===== config.mk =====
export PLATFORM = sky130hd
export DESIGN_NAME = boc_binary_out
export DESIGN_NICKNAME = d
export VERILOG_FILES = /design/src/boc_pkg.sv /design/src/boc_pfm_if.sv /design/src/boc_binary_out.sv /design/src/boc_pfm_gen.sv /design/src/boc_static_sel.sv
export SDC_FILE = /design/constraint.sdc
export NUM_CORES = 1
export LEC_CHECK = 0
export ABC_AREA = 1
export CELL_PAD_IN_SITES_DETAIL_PLACEMENT = 2
export CELL_PAD_IN_SITES_GLOBAL_PLACEMENT = 2
export CORE_MARGIN = 2
export CORE_UTILIZATION = 35
export CTS_BUF_LIST = sky130_fd_sc_hd__clkbuf_4 sky130_fd_sc_hd__clkbuf_8
export DETAILED_ROUTE_END_ITERATION = 8
export DONT_BUFFER_PORTS = 1
export PLACE_DENSITY = 0.86
export RECOVER_POWER = 100
export SLEW_MARGIN = 25
export SYNTH_ARGS = -nofsm -noshare
export SYNTH_HDL_FRONTEND = slang
export SYNTH_SLANG_ARGS = --single-unit
export TNS_END_PERCENT = 100

===== constraint.sdc =====
create_clock -name ref_clk_i -period 19.75 [get_ports ref_clk_i]
set_input_delay 0.9875 -clock ref_clk_i [delete_from_list [all_inputs] [get_ports ref_clk_i]]
set_output_delay 0.9875 -clock ref_clk_i [all_outputs]
set_load 0.05 [all_outputs]

===== src/boc_pkg.sv =====
`default_nettype none
package boc_pkg;
  // Register byte offsets
  localparam logic [7:0] OFS_CTRL = 8'h00;
  localparam logic [7:0] OFS_MAXF = 8'h04;
  localparam logic [7:0] OFS_HOLD = 8'h08;
  localparam logic [7:0] OFS_ERRV = 8'h0c;
  localparam logic [7:0] OFS_LIMS = 8'h10;
  localparam logic [7:0] OFS_CLNS = 8'h14;
  localparam logic [7:0] OFS_STAT = 8'h18;
  // Control word field positions
  localparam int CTRL_EN_BIT = 0;
  localparam int CTRL_TYPE_BIT = 1;
  localparam int CTRL_SRC_LSB = 2;
  localparam int CTRL_ACT_LSB = 5;
  localparam int CTRL_HOLD_LSB = 7;
  localparam int CTRL_ERR_BIT = 9;
  localparam int CTRL_FUNC_LSB = 10;
  localparam int CTRL_DIAG_LSB = 12;
  localparam int STAT_VAL_LSB = 16;
  // Frequency limits in hundredths of a hertz; clock rate in hertz
  localparam logic [16:0] MAXF_MIN_CHZ = 17'h00064;
  localparam logic [16:0] MAXF_MAX_CHZ = 17'h186a0;
  localparam logic [16:0] MAXF_RST_CHZ = 17'h186a0;
  localparam longint unsigned CHZ_PER_HZ = 100;
  localparam int unsigned PFM_CLK_HZ = 200000000;
  // Percent values and value scale
  localparam logic [6:0] PCT_MAX = 7'h64;
  localparam logic [6:0] PCT_HALF = 7'h32;
  localparam logic [6:0] HOLD_RST_PCT = 7'h00;
  localparam logic [6:0] ERR_RST_PCT = 7'h00;
  localparam logic [15:0] PCT_STEP = 16'h028f;
  localparam logic [15:0] FULL_SCALE = 16'hffff;

  typedef enum logic {SIG_STATIC = 1'b0, SIG_PFM = 1'b1} boc_sig_t;
  typedef enum logic [2:0] {
    SRC_NONE = 3'b000, SRC_SENSOR = 3'b001, SRC_BININ = 3'b010,
    SRC_CTRL = 3'b011, SRC_FBUS = 3'b100, SRC_MATH = 3'b101
  } boc_src_t;
  typedef enum logic [1:0] {
    ACT_NONE = 2'b00, ACT_BIPOLAR = 2'b01, ACT_UNI_POS = 2'b10, ACT_UNI_NEG = 2'b11
  } boc_act_t;
  typedef enum logic [1:0] {
    HOLD_FREEZE = 2'b00, HOLD_FIXED = 2'b01, HOLD_IGNORE = 2'b10
  } boc_hold_t;
  typedef enum logic {ERR_FREEZE = 1'b0, ERR_FIXED = 1'b1} boc_err_t;
  typedef enum logic [1:0] {
    FN_NONE = 2'b00, FN_LIMIT = 2'b01, FN_DIAG = 2'b10, FN_CLEAN = 2'b11
  } boc_func_t;
  typedef enum logic [2:0] {
    DG_INDIV = 3'b000, DG_M = 3'b001, DG_S = 3'b010, DG_C = 3'b011, DG_F = 3'b100
  } boc_diag_t;

  // Percent to full-scale value; 100 % maps exactly to the top
  function automatic logic [15:0] boc_pct2val(input logic [6:0] pct);
    logic [15:0] v;
    v = 16'(pct) * PCT_STEP;
    if (pct >= PCT_MAX) v = FULL_SCALE;
    return v;
  endfunction
endpackage
`default_nettype wire


===== src/boc_pfm_if.sv =====
`timescale 1ns/100ps
`default_nettype none
interface boc_pfm_if;
  logic run;
  logic [16:0] maxf;
  logic [15:0] val;
  logic lvl;
  modport ctl (output run, output maxf, output val, input lvl);
  modport gen (input run, input maxf, input val, output lvl);
endinterface
`default_nettype wire


===== src/boc_binary_out.sv =====
// Design decisions made here: the plain strobed port and the placing of the registers.
`timescale 1ns/100ps
`default_nettype none
module boc_binary_out import boc_pkg::*; #(
  parameter int unsigned CLK_HZ = PFM_CLK_HZ
) (
  input wire logic ref_clk_i,
  input wire logic rstn_i,
  input wire logic ce_i,
  input wire logic [7:0] addr_i,
  input wire logic [31:0] wdata_i,
  input wire logic wr_i,
  input wire logic rd_i,
  output logic [31:0] rdata_o,
  input wire logic hold_i,
  input wire logic error_i,
  input wire logic [15:0] sensor_val_i,
  input wire logic [15:0] binin_val_i,
  input wire logic [15:0] fbus_val_i,
  input wire logic [15:0] math_val_i,
  input wire logic [15:0] ctrl_raise_i,
  input wire logic [15:0] ctrl_lower_i,
  input wire logic [7:0] limit_sw_i,
  input wire logic [7:0] clean_sig_i,
  input wire logic individually_mapped_messages_i,
  input wire logic [3:0] namur_act_i,
  output logic out_o
);
  if (CLK_HZ < 2000) begin : g_chk
    $error("boc_binary_out: clock too slow for the top pulse rate");
  end

  // Configuration registers
  logic en_r, en_nxt;
  boc_sig_t type_r, type_nxt;
  boc_src_t src_r, src_nxt;
  boc_act_t act_r, act_nxt;
  boc_hold_t hold_r, hold_nxt;
  boc_err_t err_r, err_nxt;
  boc_func_t func_r, func_nxt;
  boc_diag_t diag_r, diag_nxt;
  logic [16:0] maxf_r, maxf_nxt;
  logic [6:0] holdv_r, holdv_nxt;
  logic [6:0] errv_r, errv_nxt;
  logic [7:0] lims_r, lims_nxt;
  logic [7:0] clns_r, clns_nxt;
  // Datapath state
  logic [15:0] val_r, val_nxt, src_val;
  logic bit_r, bit_nxt, st_bit;
  logic out_r, out_nxt;
  logic [31:0] rdata_r, rdata_nxt;
  logic [16:0] bip_sum;
  logic [16:0] wr_maxf;

  boc_pfm_if pfm_if ();

  // Register writes; out-of-range frequency and percent values clamp to the nearest bound
  always_comb begin
    en_nxt = en_r;
    type_nxt = type_r;
    src_nxt = src_r;
    act_nxt = act_r;
    hold_nxt = hold_r;
    err_nxt = err_r;
    func_nxt = func_r;
    diag_nxt = diag_r;
    maxf_nxt = maxf_r;
    holdv_nxt = holdv_r;
    errv_nxt = errv_r;
    lims_nxt = lims_r;
    clns_nxt = clns_r;
    wr_maxf = wdata_i[16:0];
    if (wr_i) begin
      unique case (addr_i)
        OFS_CTRL: begin
          en_nxt = wdata_i[CTRL_EN_BIT];
          type_nxt = boc_sig_t'(wdata_i[CTRL_TYPE_BIT]);
          src_nxt = boc_src_t'(wdata_i[CTRL_SRC_LSB +: 3]);
          act_nxt = boc_act_t'(wdata_i[CTRL_ACT_LSB +: 2]);
          hold_nxt = boc_hold_t'(wdata_i[CTRL_HOLD_LSB +: 2]);
          err_nxt = boc_err_t'(wdata_i[CTRL_ERR_BIT]);
          func_nxt = boc_func_t'(wdata_i[CTRL_FUNC_LSB +: 2]);
          diag_nxt = boc_diag_t'(wdata_i[CTRL_DIAG_LSB +: 3]);
        end
        OFS_MAXF: begin
          if (|wdata_i[31:17] || wr_maxf > MAXF_MAX_CHZ) begin
            maxf_nxt = MAXF_MAX_CHZ;
          end else if (wr_maxf < MAXF_MIN_CHZ) begin
            maxf_nxt = MAXF_MIN_CHZ;
          end else begin
            maxf_nxt = wr_maxf;
          end
        end
        OFS_HOLD: begin
          holdv_nxt = (|wdata_i[31:7] || wdata_i[6:0] > PCT_MAX) ? PCT_MAX : wdata_i[6:0];
        end
        OFS_ERRV: begin
          errv_nxt = (|wdata_i[31:7] || wdata_i[6:0] > PCT_MAX) ? PCT_MAX : wdata_i[6:0];
        end
        OFS_LIMS: lims_nxt = wdata_i[7:0];
        OFS_CLNS: clns_nxt = wdata_i[7:0];
        default: ;
      endcase
    end
  end

  // Factory defaults: on, static, sources none, freeze on hold, fixed on error
  always_ff @(posedge ref_clk_i) begin
    if (!rstn_i) begin
      en_r <= 1'b1;
      type_r <= SIG_STATIC;
      src_r <= SRC_NONE;
      act_r <= ACT_NONE;
      hold_r <= HOLD_FREEZE;
      err_r <= ERR_FIXED;
      func_r <= FN_NONE;
      diag_r <= DG_INDIV;
      maxf_r <= MAXF_RST_CHZ;
      holdv_r <= HOLD_RST_PCT;
      errv_r <= ERR_RST_PCT;
      lims_r <= 8'h00;
      clns_r <= 8'h00;
    end else if (ce_i) begin
      en_r <= en_nxt;
      type_r <= type_nxt;
      src_r <= src_nxt;
      act_r <= act_nxt;
      hold_r <= hold_nxt;
      err_r <= err_nxt;
      func_r <= func_nxt;
      diag_r <= diag_nxt;
      maxf_r <= maxf_nxt;
      holdv_r <= holdv_nxt;
      errv_r <= errv_nxt;
      lims_r <= lims_nxt;
      clns_r <= clns_nxt;
    end
  end

  // Static switching state from limit switches, diagnostics or cleaning
  boc_static_sel u_sel (
    .func_i(func_r),
    .diag_i(diag_r),
    .limit_sw_i(limit_sw_i),
    .lim_sel_i(lims_r),
    .clean_sig_i(clean_sig_i),
    .cln_sel_i(clns_r),
    .diag_msg_i(individually_mapped_messages_i),
    .namur_act_i(namur_act_i),
    .bit_o(st_bit)
  );

  // Split range: both parts add, saturating at the top
  assign bip_sum = {1'b0, ctrl_raise_i} + {1'b0, ctrl_lower_i};

  // Pulse source value; unused codes fall back to none
  always_comb begin
    src_val = 16'h0000;
    unique case (src_r)
      SRC_NONE: src_val = 16'h0000;
      SRC_SENSOR: src_val = sensor_val_i;
      SRC_BININ: src_val = binin_val_i;
      SRC_FBUS: src_val = fbus_val_i;
      SRC_MATH: src_val = math_val_i;
      SRC_CTRL: begin
        unique case (act_r)
          ACT_NONE: src_val = 16'h0000;
          ACT_UNI_POS: src_val = ctrl_raise_i;
          ACT_UNI_NEG: src_val = ctrl_lower_i;
          ACT_BIPOLAR: src_val = bip_sum[16] ? FULL_SCALE : bip_sum[15:0];
        endcase
      end
      default: src_val = 16'h0000;
    endcase
  end

  // Error outranks hold; freezing just keeps the registered value
  always_comb begin
    val_nxt = src_val;
    bit_nxt = st_bit;
    if (error_i) begin
      if (err_r == ERR_FIXED) begin
        val_nxt = boc_pct2val(errv_r);
        bit_nxt = errv_r >= PCT_HALF;
      end else begin
        val_nxt = val_r;
        bit_nxt = bit_r;
      end
    end else if (hold_i) begin
      unique case (hold_r)
        HOLD_FIXED: begin
          val_nxt = boc_pct2val(holdv_r);
          bit_nxt = holdv_r >= PCT_HALF;
        end
        HOLD_IGNORE: ;
        default: begin
          val_nxt = val_r;
          bit_nxt = bit_r;
        end
      endcase
    end
    // Off gates the line but the tracked value keeps running
    out_nxt = 1'b0;
    if (en_r) begin
      out_nxt = (type_r == SIG_PFM) ? pfm_if.lvl : bit_nxt;
    end
  end

  always_ff @(posedge ref_clk_i) begin
    if (!rstn_i) begin
      val_r <= 16'h0000;
      bit_r <= 1'b0;
      out_r <= 1'b0;
    end else if (ce_i) begin
      val_r <= val_nxt;
      bit_r <= bit_nxt;
      out_r <= out_nxt;
    end
  end

  // Pulse generator runs only when enabled in pulse mode
  assign pfm_if.run = en_r && type_r == SIG_PFM;
  assign pfm_if.maxf = maxf_r;
  assign pfm_if.val = val_r;

  boc_pfm_gen #(
    .CLK_HZ(CLK_HZ),
    .ACC_W(52)
  ) u_pfm (
    .ref_clk_i(ref_clk_i),
    .rstn_i(rstn_i),
    .ce_i(ce_i),
    .pfm(pfm_if.gen)
  );

  // Read data stands one cycle, zero otherwise and for unmapped offsets
  always_comb begin
    rdata_nxt = 32'h0000_0000;
    if (rd_i) begin
      unique case (addr_i)
        OFS_CTRL: begin
          rdata_nxt[CTRL_EN_BIT] = en_r;
          rdata_nxt[CTRL_TYPE_BIT] = type_r;
          rdata_nxt[CTRL_SRC_LSB +: 3] = src_r;
          rdata_nxt[CTRL_ACT_LSB +: 2] = act_r;
          rdata_nxt[CTRL_HOLD_LSB +: 2] = hold_r;
          rdata_nxt[CTRL_ERR_BIT] = err_r;
          rdata_nxt[CTRL_FUNC_LSB +: 2] = func_r;
          rdata_nxt[CTRL_DIAG_LSB +: 3] = diag_r;
        end
        OFS_MAXF: rdata_nxt[16:0] = maxf_r;
        OFS_HOLD: rdata_nxt[6:0] = holdv_r;
        OFS_ERRV: rdata_nxt[6:0] = errv_r;
        OFS_LIMS: rdata_nxt[7:0] = lims_r;
        OFS_CLNS: rdata_nxt[7:0] = clns_r;
        OFS_STAT: begin
          rdata_nxt[0] = out_r;
          rdata_nxt[1] = bit_r;
          rdata_nxt[2] = pfm_if.lvl;
          rdata_nxt[STAT_VAL_LSB +: 16] = val_r;
        end
        default: ;
      endcase
    end
  end

  always_ff @(posedge ref_clk_i) begin
    if (!rstn_i) begin
      rdata_r <= 32'h0000_0000;
    end else if (ce_i) begin
      rdata_r <= rdata_nxt;
    end
  end

  assign rdata_o = rdata_r;
  assign out_o = out_r;
endmodule
`default_nettype wire


===== src/boc_pfm_gen.sv =====
`timescale 1ns/100ps
`default_nettype none
module boc_pfm_gen import boc_pkg::*; #(
  parameter int unsigned CLK_HZ = PFM_CLK_HZ,
  parameter int unsigned ACC_W = 52
) (
  input wire logic ref_clk_i,
  input wire logic rstn_i,
  input wire logic ce_i,
  boc_pfm_if.gen pfm
);
  // Half a pulse period in accumulator units, at full scale
  localparam longint unsigned HALF = CHZ_PER_HZ * longint'(CLK_HZ) * 65535 / 2;

  // Twice the threshold must fit, or the accumulator wraps before it toggles
  if (ACC_W < 52 || CLK_HZ < 2000 || ((2 * HALF) >> ACC_W) != 0) begin : g_chk
    $error("boc_pfm_gen: accumulator too narrow or clock too slow");
  end

  logic [ACC_W-1:0] acc_r, acc_nxt, sum;
  logic lvl_r, lvl_nxt;

  // Phase accumulator: rate is linear in val, top equals maxf
  always_comb begin
    sum = acc_r + ACC_W'(pfm.maxf) * ACC_W'(pfm.val);
    acc_nxt = sum;
    lvl_nxt = lvl_r;
    if (!pfm.run) begin
      acc_nxt = '0;
      lvl_nxt = 1'b0;
    end else if (sum >= ACC_W'(HALF)) begin
      acc_nxt = sum - ACC_W'(HALF);
      lvl_nxt = ~lvl_r;
    end
  end

  always_ff @(posedge ref_clk_i) begin
    if (!rstn_i) begin
      acc_r <= '0;
      lvl_r <= 1'b0;
    end else if (ce_i) begin
      acc_r <= acc_nxt;
      lvl_r <= lvl_nxt;
    end
  end

  assign pfm.lvl = lvl_r;
endmodule
`default_nettype wire


===== src/boc_static_sel.sv =====
`timescale 1ns/100ps
`default_nettype none
module boc_static_sel import boc_pkg::*; (
  input wire boc_func_t func_i,
  input wire boc_diag_t diag_i,
  input wire logic [7:0] limit_sw_i,
  input wire logic [7:0] lim_sel_i,
  input wire logic [7:0] clean_sig_i,
  input wire logic [7:0] cln_sel_i,
  input wire logic diag_msg_i,
  input wire logic [3:0] namur_act_i,
  output logic bit_o
);
  logic diag_bit;

  // Diagnostic message pick: own mapping or one whole class
  always_comb begin
    diag_bit = 1'b0;
    unique case (diag_i)
      DG_INDIV: diag_bit = diag_msg_i;
      DG_M: diag_bit = namur_act_i[0];
      DG_S: diag_bit = namur_act_i[1];
      DG_C: diag_bit = namur_act_i[2];
      DG_F: diag_bit = namur_act_i[3];
      default: diag_bit = 1'b0;
    endcase
  end

  // Any selected source active drives the contact
  always_comb begin
    bit_o = 1'b0;
    unique case (func_i)
      FN_NONE: bit_o = 1'b0;
      FN_LIMIT: bit_o = |(limit_sw_i & lim_sel_i);
      FN_DIAG: bit_o = diag_bit;
      FN_CLEAN: bit_o = |(clean_sig_i & cln_sel_i);
    endcase
  end
endmodule
`default_nettype wire


# After elaboration in Yosys (flattened, before gate mapping)
# Index checks and enable logic that the tools add are counted.
# W data, S select, Z words.
dict set report totals {
  output_inout_bits 33
  reg_bits 165
  inputBits 164
}
dict set report classes {
  order_cmp 8
  bitwise_logic 3
  mul 3
  n_mux 32
  n_addsub 3
  n_eq_ne 26
  n_reduce_logical 19
}
# operator n
set op_table {}
lappend op_table {{$mux W52} 2}
lappend op_table {{$mux W16} 6}
lappend op_table {{$pmux W16 S5} 1}
lappend op_table {{$pmux W16 S4} 1}
lappend op_table {{$add A52 B33 Y52} 1}
lappend op_table {{$ge A52 B50 Y1 const B} 1}
lappend op_table {{$sub A52 B50 Y52 const B} 1}
lappend op_table {{$mux W17} 2}
lappend op_table {{$mul A17 B16 Y33} 1}
lappend op_table {{$mul A7 B10 Y16 const B} 2}
lappend op_table {{$mux W32} 1}
lappend op_table {{$pmux W16 S2} 1}
lappend op_table {{$reduce_or A25 Y1} 1}
lappend op_table {{$eq A8 B5 Y1 const B} 3}
lappend op_table {{$pmux W4 S6} 1}
lappend op_table {{$pmux W3 S7} 1}
lappend op_table {{$reduce_and A3 Y1} 7}
lappend op_table {{$add A16 B16 Y17} 1}
lappend op_table {{$gt A17 B17 Y1 const B} 1}
lappend op_table {{$lt A17 B7 Y1 const B} 1}
lappend op_table {{$and A8 B8 Y8} 2}
lappend op_table {{$eq A8 B4 Y1 const B} 2}
lappend op_table {{$reduce_or A8 Y1} 2}
lappend op_table {{$mux W15} 1}
lappend op_table {{26 further kinds} 51}

# Logic depth before layout (Yosys ltp)
# Gate-level depths: netlist of run 1.
dict set report depth {
  depth_word 8
  ltp_mapped 40
  ltp_nobuf 38
}

# Hierarchy
# From an unflattened synthesis of run 1, not the netlist that was laid out.
dict set report unflattened {
  cells_unflattened 4194
  hier_area_um2 26502.9
}
# mod cells_per_inst area_each_um2 instances
set by_module_without_submodules {}
lappend by_module_without_submodules {boc_pfm_gen 2672 16540.9 1}
lappend by_module_without_submodules {boc_binary_out 1473 9763.1 1}
lappend by_module_without_submodules {boc_static_sel 49 198.9 1}

# Worst setup path after synthesis of run 1
# OpenSTA, ideal clock, no wires.
dict set report synth_path {
  path_kind {reg-to-reg}
  from {register val_r[6], in the netlist pfm_if.val[6]}
  to {register u_pfm.acc_r[19]}
  n_path_buf 3
  required_ns 19.619
  setup_ns 0.131
  setup_slack_ns 13.080
  period_less_slack_ns 6.670
  arrival_time_ns 6.540
  path_stages_with_launch 39
  path_cell_list {dfxtp_1 clkbuf_1 clkbuf_1 nand2_1 fa_1 inv_1 fa_1 inv_1 fa_1 inv_1 fa_1 fa_1 inv_1 fa_1 inv_1 ha_1 nand2_1 inv_2 [3 not listed] nand3_2 nand2_1 nand2_2 nand2_1 nand2_1 nand2_1 nand2_1 nor2_1 nand2_1 nand2_1 nand2_1 a21oi_2 nand3_4 buf_6 nand2_1 nand2_1 nand3_1 a21oi_2}
}
dict set report synth_via {
  elab_chain_cells 5
}
# element line_no
set synth_rtl {}
lappend synth_rtl {{from (decl)} boc_binary_out.sv:48} ;# logic [15:0] val_r, val_nxt, src_val;
lappend synth_rtl {{from (signal assigned)} boc_binary_out.sv:215} ;# val_r <= val_nxt;
lappend synth_rtl {{$mul A17 B16 Y33 (*)} boc_pfm_gen.sv:25} ;# sum = acc_r + ACC_W'(pfm.maxf) * ACC_W'(pfm.val);
lappend synth_rtl {{$add A52 B33 Y52 (*)} boc_pfm_gen.sv:25}
lappend synth_rtl {{$sub A52 B50 Y52 or $ge A52 B50 Y1 (tied branches)} {boc_pfm_gen.sv:32, boc_pfm_gen.sv:31}}
lappend synth_rtl {{$mux W52 (*)} boc_pfm_gen.sv:31} ;# end else if (sum >= ACC_W'(HALF)) begin
lappend synth_rtl {{$mux W52 (*)} boc_pfm_gen.sv:28} ;# if (!pfm.run) begin
lappend synth_rtl {{to (signal assigned)} boc_pfm_gen.sv:42} ;# acc_r <= acc_nxt;
lappend synth_rtl {{to (decl)} boc_pfm_gen.sv:20} ;# logic [ACC_W-1:0] acc_r, acc_nxt, sum;
# Mark *: on every way between the ends. The rest lies on a longest branch, timed or not.
# A chain may end at the register's enable or synchronous reset.

# Worst setup path after layout of run 1
dict set report layout_path {
  from {register val_r[6], in the netlist pfm_if.val[6]}
  to {register u_pfm.lvl_r, in the netlist u_pfm.pfm.lvl}
}
dict set report layout_via {
  elab_chain_cells 5
}
# element line_no
set layout_rtl {}
lappend layout_rtl {{$mul A17 B16 Y33} boc_pfm_gen.sv:25}
lappend layout_rtl {{$add A52 B33 Y52} boc_pfm_gen.sv:25}
lappend layout_rtl {{$ge A52 B50 Y1} boc_pfm_gen.sv:31}
lappend layout_rtl {{$ne A2 B2 Y1 (no source line)} -}
lappend layout_rtl {{$reduce_and A2 Y1 (no source line)} -}
lappend layout_rtl {{to (signal assigned)} boc_pfm_gen.sv:43} ;# lvl_r <= lvl_nxt;
lappend layout_rtl {{to (decl)} boc_pfm_gen.sv:21} ;# logic lvl_r, lvl_nxt;
# Every way passes these cells.

==> results of run 1 <==
per-layer routing:
layer | part of all wire (%) | routed length, µm | global-route usage (%)
met3 | 5.4 | 6770 | 5.16
met1 | 41 | 52100 | 40.1
met4 | 4.8 | 6020 | 14.4
met5 | 0 | 0 | 0
met2 | 48 | 61000 | 56.6
cell families (layout without fill, tap and decap cells):
group                      after synthesis  count (layout)  share of synthesized area [%]
AOI/OAI and AO/OA                      477             477                           10.1
xor gates and xnor gates                31              31                           1.03
adders and majority gates              500             500                           31.1
buffers and inverters                 1039             948                           15.0
DFF                                    165             165                           12.5
other                                    0               2                              0
and+or+nand+nor                       1885            1885                           30.3
registers in the layout (all words and copies together), names as in the netlist:
signal         cells
type_r             1
diag_r             3
func_r             2
clns_r             8
pfm_if.val        16
maxf_r            17
u_pfm.pfm.lvl      1
errv_r             7
act_r              2
out_o              1
rdata_o           32
en_r               1
hold_r             2
bit_r              1
lims_r             8
src_r              3
u_pfm.acc_r       52
holdv_r            7
err_r              1
synthesized netlist by cell type, drive strengths merged (22+ instances only):
cell type,instances
xor2,22
a21oi,252
fa,260
nor2,230
nor3,24
o21ai,120
inv,889
nand2,1269
o22ai,26
clkbuf,119
nand3,283
ha,240
dfxtp,165
nand4,53
area by class of cell:
class | instances | area [µm²] | share of cell area (%)
clock buffer | 17 | 234 | 0.849
antenna | 2 | 5.00 | 0.0182
inverter | 899 | 3380 | 12.3
timing repair buffer | 18 | 156 | 0.567
tap | 969 | 1210 | 4.40
clock inverter | 14 | 154 | 0.558
sequential | 165 | 3300 | 12.0
multi-input combinational | 2893 | 19100 | 69.4
stage by stage:
stage	hold slack [ns]	instances
after floorplan	0.439	4097
after global placement	0.453	4942
after detailed placement	0.463	4944
after CTS	0.447	4975
after global routing	0.446	4977
final	0.483	4977
worst min-delay path: stages (launching register included):
cell and delay (ns):
dfxtp_1 0.33, nand2_1 0.06, a21oi_1 0.05
cells in the final DEF, fill, tap and decap left out, types with 4 or more instances in the layout:
cell,n
nand4_1,53
a21o_1,5
a311oi_1,9
o31ai_1,6
buf_4,15
o2111ai_1,5
a21oi_2,5
nand3_1,273
nand2_2,28
or2_2,6
o22ai_1,26
nor2_4,11
nor2_2,22
a31oi_1,18
o21bai_1,7
a22o_1,5
inv_8,5
nor3_1,21
a21boi_0,6
ha_1,240
clkbuf_8,17
inv_2,27
o211ai_1,5
inv_1,859
nand2_4,4
a21oi_1,247
nor2_1,197
nand3b_1,6
a221oi_1,8
o21ai_0,117
inv_6,5
dfxtp_1,165
xor2_1,22
fa_1,260
clkinv_1,11
nand3_2,10
xnor2_1,9
nand2_1,1237
path summary, 6_finish.rpt:
check | start | to | slack (ns) | depth (start not counted)
setup / recovery | pfm_if.val[6] | u_pfm.pfm.lvl | 8.92 | 33
hold / removal | u_pfm.acc_r[6] | u_pfm.acc_r[6] | 0.48 | 2
hold reg to reg | u_pfm.acc_r[6] | u_pfm.acc_r[6] | 0.48 | 2
setup reg to reg | pfm_if.val[6] | u_pfm.pfm.lvl | 8.92 | 33
where the power goes:
group	switching, W	internal (W)
registers	0.00000941	0.000334
logic	0.000197	0.0000799
clock network	0.000175	0.000105
==> out/qor.txt, run 1 <==
synth-to-layout area growth: 4.48%
Routed Antenna Nets: 0
area of the core: 0.0746 mm²
yosys warns: 0
number of synthesized register bits: 165
CP delay by family, top: simple AND/OR/NAND/NOR gates
Final TNS setup: 0 ns
fmax: 92.4 MHz
final setup margin: 8.92 ns
# rows: 100
clk sinks: 165
Pwr Total: 0.000901 W
largest net degree at the start of global routing: 74
CTS tree: done
Netlist cell types: 53
CP required: 20.23 ns
layout cells sized above 1: 4.19%
cell mode on critical path: nand2_1
Yosys top cell area share: 19.7%
CP max stage cell: nand3_1
crit start category: register
Starting DRT DRC Count: 1898
worst setup path category: reg2reg
Worst EP arrival: 11.31 ns
final hold violation count: 0
status: finished with violations
CTS H-Tree Depth: 4
Peak VDD IR: 0.0000314 V
port buffer count: 0
Die Ht: 279 µm
initial antenna violation count: 3
gr ovfl total: 0
final net count: 4658
Gates resized, CTS repair: 0
CTS clk-pin slew, worst paths: 0.11 ns
number of global-route vias before repair: 30.9k
global-route wire length before repair: 193000 µm
# fillers: 9260
EDFF count, synth: 0
syn_nets: 4761
die footprint: 0.0776 mm²
hold buffer count at cts: 0
syn_area_per_cell: 6.44 µm²
postcts setup bufs: 0
Hold WC Path Type: reg2reg
Final setup viols: 0
Worst-Skew Late Latency: 0.61 ns
Placed Area: 0.0272 mm²
Lkg Pwr: 15.1 nW
Root Buffer: clkbuf_8
Placer Congestion: 0.950
Tcrit/Tclk final: 54.8%
peak per-stage delay on the critical path: 1.99 ns
Buf/Inv on CP: 7
crit end category: register
vias after detailed routing: 27.7k
Initial Utilization: 35.4%
Clock Tree Buf Depth: 2
area leader, netlist: fa_1
Post-synth top flop: dfxtp_1
max-cap violation count: 3
Final Max Slew Viols: 195
Post-DP HPWL: 105000 µm
top cells by area, synth: fa_1, nand2_1, dfxtp_1
P per Cell Area: 32.7 mW/mm²
Vias per Instance: 5.58
post-layout util: 37.0%
normalized max-slew margin: -190%
DRC Markers: 0
Final Routed Wirelength: 126000 µm
failing checks: capacitance limit, slew limit
chip width: 279 µm
Initial DRT Pass Iterations: 5
GRT Total Usage: 32.7%
Num CTS Buffers: 17
unrepaired setup endpoints after global routing: no
I/O pin cnt: 197
pre-CTS WS: 10.96 ns
Synth async-reset ratio: 0%
Netlist Area Pre-Place: 0.0264 mm²
WL per Instance: 25.3 µm
critical-path maximum fanout: 72
register area share after synthesis: 12.5%
post-synthesis instance total: 4097
Finished Cell Area: 0.0276 mm²
Setup Skew: 0.0275 ns
Final min period: 10.83 ns
Worst-Margin Slew: 4.35 ns
(Power assumes the default switching activity.)
==> run 2: changes to the inputs <==
- ABC_AREA: 1 -> 0
- PLACE_DENSITY: 0.86 -> 0.8
- clock period: 19.75 -> 11.2 ns (I/O delays scaled with it)
==> out/qor.txt, run 2 <==
register area share after synthesis: 14.1%
post-route insts no fill: 3643
Root Buffer: clkbuf_8
Hold WC Path Type: in2reg
Worst-Margin Slew: 1.36 ns
worst hold start: rstn_i
status: finished, final reports clean
CTS H-Tree Depth: 4
Internal: 0.000920 W
Comb power frac: 27.1%
chip width: 263 µm
Clk network pwr share: 33.6%
GRT Total Usage: 26.5%
worst setup path category: reg2reg
compound-cell area share of the yosys netlist: 16.6%
vias after detailed routing: 20.9k
xor/xnor share of the synthesized area: 4.18%
Die Ht: 263 µm
R2R Setup Slk: 0.81 ns
Placer Congestion: 0.916
Seq pwr share: 39.3%
Worst EP arrival: 10.92 ns
R2R depth: 25
mux share of post-synthesis cell area: 3.17%
Hold EP: maxf_r[9]
dpl cells: 3610
CP required: 11.73 ns
die footprint: 0.0691 mm²
unrepaired setup endpoints after global routing: no
switching power share of the total: 40.6%
Vias per Instance: 5.74
peak per-stage delay on the critical path: 1.17 ns
final net count: 3430
syn_area_per_cell: 8.19 µm²
crit end category: register
# rows: 94
normalized max-slew margin: 6.73%
number of global-route vias before repair: 24.2k
Netlist Area Pre-Place: 0.0235 mm²
post-layout util: 37.2%
most frequent cells in the layout: inv_1, nand2_1, fa_1
Finished Cell Area: 0.0246 mm²
cell mode on critical path: fa_1
yosys warns: 0
Placed Area: 0.0242 mm²
Largest Register: u_pfm.acc_r
fmax: 96.3 MHz
Final setup viols: 0
Yosys top cell area share: 22.2%
global-route wire length before repair: 143000 µm
gr ovfl total: 0
Buf/Inv on CP: 4
most frequent cell after synthesis: inv_1
final hold violation count: 0
Netlist cell types: 98
sw power: 0.000628 W
RR Endpoint: u_pfm.acc_r[38]
largest family of logic cells by synthesized area: adder cells
I/O pin cnt: 197
CP delay by family, top: compound AO/OA/AOI/OAI gates
Final Routed Wirelength: 90800 µm
WL per Instance: 24.9 µm
crit start category: register
Starting DRT DRC Count: 1252
Synth async-reset ratio: 0%
number of synthesized register bits: 165
Post-DP HPWL: 71500 µm
top cells by area, synth: fa_1, dfxtp_1, ha_1
hold depth: 1
Num CTS Buffers: 17
Simple-Gate Fraction of Synth Area: 17.7%
port buffer count: 0
post-synthesis adder-cell area fraction: 35.0%
Routed Antenna Nets: 0
Post-synth top cells: inv_1, nand2_1, fa_1, ha_1, nor2_1
Final min period: 10.39 ns
Final Max Slew Viols: 0
Final TNS setup: 0 ns
CTS clk-pin slew, worst paths: 0.14 ns
syn_nets: 3528
Lkg Pwr: 11.1 nW
critical-path maximum fanout: 19
Initial Utilization: 35.5%
synth-to-layout area growth: 4.85%
Tcrit/Tclk final: 92.8%
P per Cell Area: 63.0 mW/mm²
Peak VDD IR: 0.0000747 V
area of the core: 0.0661 mm²
post-synthesis instance total: 2864
Worst-Skew Late Latency: 0.60 ns
EDFF count, synth: 0
CTS tree: done
DRC Markers: 0
max-cap violation count: 0
Post-synth top flop: dfxtp_1
CP max stage cell: a2111oi_0
Worst R2R Start: pfm_if.val[15]
layout cells sized above 1: 4.32%
clk sinks: 165
max reg flops: 52
Setup Skew: 0.0322 ns
postcts setup bufs: 0
largest net degree at the start of global routing: 96
Initial DRT Pass Iterations: 9
Clock Tree Buf Depth: 2
initial antenna violation count: 2
# diodes: 0
area leader, netlist: fa_1
most common cell after layout, fill and taps aside: inv_1
# fillers: 7581
==> run 2: cell count changes after synthesis, sizes merged, moves of 58 or more <==
cell | before | now
nand3 | 283 | 35
inv | 889 | 426
a22oi | 1 | 61
nor2 | 230 | 172
xnor2 | 9 | 83
nand2 | 1269 | 339
and2 | 2 | 134
a21oi | 252 | 152
==> run 2: what timing repair did <==
item	4_1_cts	5_1_grt
resized for setup	0	0
hold buffers	1	0
endpoints found under the hold margin	2	0
==> run 2: cell type report <==
cell class	count	area, µm²	share of cell area (%)
Clock buffer	17	234	0.951
Clock inverter	15	209	0.849
Inverter	428	1610	6.54
Multi-Input combinational cell	2126	18000	73.0
Sequential cell	165	3300	13.4
Tap cell	864	1080	4.39
Timing Repair Buffer	28	209	0.849
==> run 2: worst max-delay path by stage <==
stage / startpoint / end / cells past startpoint
after floorplan: maxf_r[9] / u_pfm.acc_r[37] / 29
after global placement: pfm_if.val[9] / u_pfm.acc_r[38] / 27
after detailed placement: pfm_if.val[15] / u_pfm.acc_r[38] / 25
after CTS: pfm_if.val[6] / u_pfm.acc_r[38] / 27
after global routing: pfm_if.val[6] / u_pfm.acc_r[38] / 27
final: pfm_if.val[15] / u_pfm.acc_r[38] / 25
==> run 2: power by group through the flow <==
| stage | clock network (W) | logic, W | registers (W) |
|---|---|---|---|
| floorplan | 0 | 0.000312 | 0.000605 |
| global placement | 0 | 0.000393 | 0.000620 |
| detailed placement | 0 | 0.000418 | 0.000622 |
| CTS | 0.000532 | 0.000423 | 0.000608 |
| global route | 0.000550 | 0.000467 | 0.000610 |
| finish | 0.000520 | 0.000420 | 0.000609 |
==> run 2: routing by layer <==
layer	global-route usage [%]	part of all wire, %	vias to the layer above
met5	0	0.014	-
met4	9.27	3.5	2
met3	3.39	4.5	186
met2	47.4	50	550
met1	32.6	41	10896
li1	-	-	9290
==> run 2: kinds of logic (layout without fill, tap and decap cells) <==
logic type | count (synthesis) | count (layout)
xor+xnor | 112 | 112
compound gates | 586 | 586
mux | 65 | 65
simple gates | 863 | 863
buf+inv | 573 | 488
fa+ha+maj | 500 | 500
flops | 165 | 165
==> run 2: worst register-to-register path, delay by kind of cell, from the launching register on <==
family          cells  cell delay (ns)
buf+inv             4             0.51
compound gates     12             4.66
simple gates        2             0.36
fa+ha+maj           7             3.75
flops               1             1.07
==> run 2: per-stage QoR <==
step | hold WS (ns) | worst slack, ns | total power (W)
finish | 0.0381 | 0.811 | 0.00155
global route | 0.0167 | 0.389 | 0.00163
CTS | 0.00619 | 1.25 | 0.00156
detailed placement | 0.465 | 1.38 | 0.00104
global placement | 0.447 | 2.05 | 0.00101
floorplan | 0.429 | 3.22 | 0.000916
==> run 3: changes to the inputs <==
==> constraint.sdc (replaced) <==
create_clock -name ref_clk_i -period 11.2 [get_ports ref_clk_i]
set_input_delay 2.24 -clock ref_clk_i [delete_from_list [all_inputs] [get_ports ref_clk_i]]
set_output_delay 2.24 -clock ref_clk_i [all_outputs]
set_load 0.05 [all_outputs]
==> out/qor.txt, run 3 (synthesized netlist as in run 2, its figures left out) <==
Initial Utilization: 35.5%
Placed Area: 0.0242 mm²
I/O pin cnt: 197
global-route wire length before repair: 142000 µm
Post-DP HPWL: 71500 µm
Num CTS Buffers: 17
Final min period: 10.38 ns
Tcrit/Tclk final: 92.6%
Setup Skew: 0.0333 ns
fmax: 96.4 MHz
largest net degree at the start of global routing: 96
Die Ht: 263 µm
Final setup viols: 0
most common cell after layout, fill and taps aside: inv_1
CP required: 11.74 ns
most frequent cells in the layout: inv_1, nand2_1, fa_1
Largest Register: u_pfm.acc_r
# diodes: 0
Routed Antenna Nets: 0
worst setup path category: reg2reg
number of global-route vias before repair: 24.2k
R2R Setup Slk: 0.82 ns
P per Cell Area: 63.0 mW/mm²
CTS tree: done
crit end category: register
CP endpoint: u_pfm.acc_r[38]
max-cap violation count: 1
Initial DRT Pass Iterations: 5
layout cells sized above 1: 4.39%
status: finished with violations
Placer Congestion: 0.916
DRC Markers: 0
Final Max Slew Viols: 96
Peak VDD IR: 0.0000757 V
die footprint: 0.0691 mm²
synth-to-layout area growth: 4.80%
GRT Total Usage: 26.4%
critical-path maximum fanout: 19
clk sinks: 165
final net count: 3429
CTS H-Tree Depth: 4
Final TNS setup: 0 ns
initial antenna violation count: 3
Worst-Margin Slew: 4.71 ns
R2R depth: 27
normalized max-slew margin: -214%
gr ovfl total: 0
chip width: 263 µm
Hold WC Path Type: reg2reg
Root Buffer: clkbuf_8
Vias per Instance: 5.76
unrepaired setup endpoints after global routing: no
Finished Cell Area: 0.0246 mm²
Worst R2R Start: pfm_if.val[6]
port buffer count: 0
RR Endpoint: u_pfm.acc_r[38]
CTS clk-pin slew, worst paths: 0.13 ns
failing checks: capacitance limit, slew limit
hold buffer count at cts: 0
Worst-Skew Late Latency: 0.60 ns
Clock Tree Buf Depth: 2
Gates resized, CTS repair: 0
Final Routed Wirelength: 90500 µm
Worst EP arrival: 10.92 ns
Lkg Pwr: 11.1 nW
# rows: 94
max reg flops: 52
area of the core: 0.0661 mm²
Critical Path Source: pfm_if.val[6]
vias after detailed routing: 21.0k
postcts setup bufs: 0
WL per Instance: 24.8 µm
Starting DRT DRC Count: 1199
final hold violation count: 0
crit start category: register
## run 3: cell count changes in the layout (fill, tap and decap cells not counted), sizes merged
cell,before,now
clkinv,10,9
dlygate4sd3,1,0
clkinvlp,0,1
## run 3: critical path: stages, from the launching register on
cell and delay [ns]:
dfxtp_1 1.03, nand2_1 0.23, fa_1 0.60, inv_1 0.06, fa_1 0.54, inv_1 0.06
fa_1 0.54, inv_1 0.08, fa_1 0.47, fa_1 0.56, inv_1 0.07, fa_1 0.54
inv_1 0.04, ha_1 0.62, nand2_1 0.16, o21ai_0 0.36, a211o_1 0.38, nand3_1 0.15
o2bb2ai_1 0.23, a2111oi_0 1.16, o311ai_1 0.42, o31ai_4 0.39, a221oi_4 0.16, o221ai_2 0.50
buf_4 0.34, a31oi_1 0.15, o41a_1 0.38, nand2_1 0.07
## run 3: metrics by stage
stage               total power [W]  cells  utilization [%]  worst slack, ns  hold WS [ns]
floorplan                  0.000916   2864                -             3.22         0.429
global placement            0.00101   3610             36.6             2.05         0.447
detailed placement          0.00104   3610             36.6             1.38         0.465
CTS                         0.00156   3642             37.3             1.25         0.484
global route                0.00163   3642             37.2            0.380         0.528
finish                      0.00155   3642             37.2            0.824         0.496
## run 3: how the worst min path moves through the flow
stage                    start              end  slack, ns  cells past startpoint
2_1_floorplan  u_pfm.acc_r[17]  u_pfm.acc_r[17]       0.43                      2
3_3_place_gp   u_pfm.acc_r[35]  u_pfm.acc_r[35]       0.45                      2
3_5_place_dp   u_pfm.acc_r[17]  u_pfm.acc_r[17]       0.46                      2
4_1_cts        u_pfm.acc_r[35]  u_pfm.acc_r[35]       0.48                      2
5_1_grt        u_pfm.acc_r[26]  u_pfm.acc_r[26]       0.53                      2
6_report       u_pfm.acc_r[26]  u_pfm.acc_r[26]       0.50                      2
## run 3: cell type report
class | count | area, µm²
fill | 7575 | 41500
tap | 864 | 1080
inverter | 428 | 1610
multi-input combinational | 2126 | 18000
timing repair buffer | 27 | 195
clock buffer | 17 | 234
sequential | 165 | 3300
clock inverter | 15 | 209
## run 3: metal layers
metal | vias up | GRT usage (%) | part of all wire [%]
met2 | 533 | 47.0 | 50
met4 | 2 | 10.2 | 3.9
met3 | 198 | 3.65 | 4.3
met1 | 10948 | 32.2 | 41
met5 | - | 0 | 0.0088
li1 | 9289 | - | -
## run 3: power breakdown
group          total [W]  internal, W  switching [W]
Sequential      0.000609     0.000590      0.0000195
Combinational   0.000419     0.000151       0.000268
Clock           0.000520     0.000179       0.000341
Total            0.00155     0.000920       0.000629
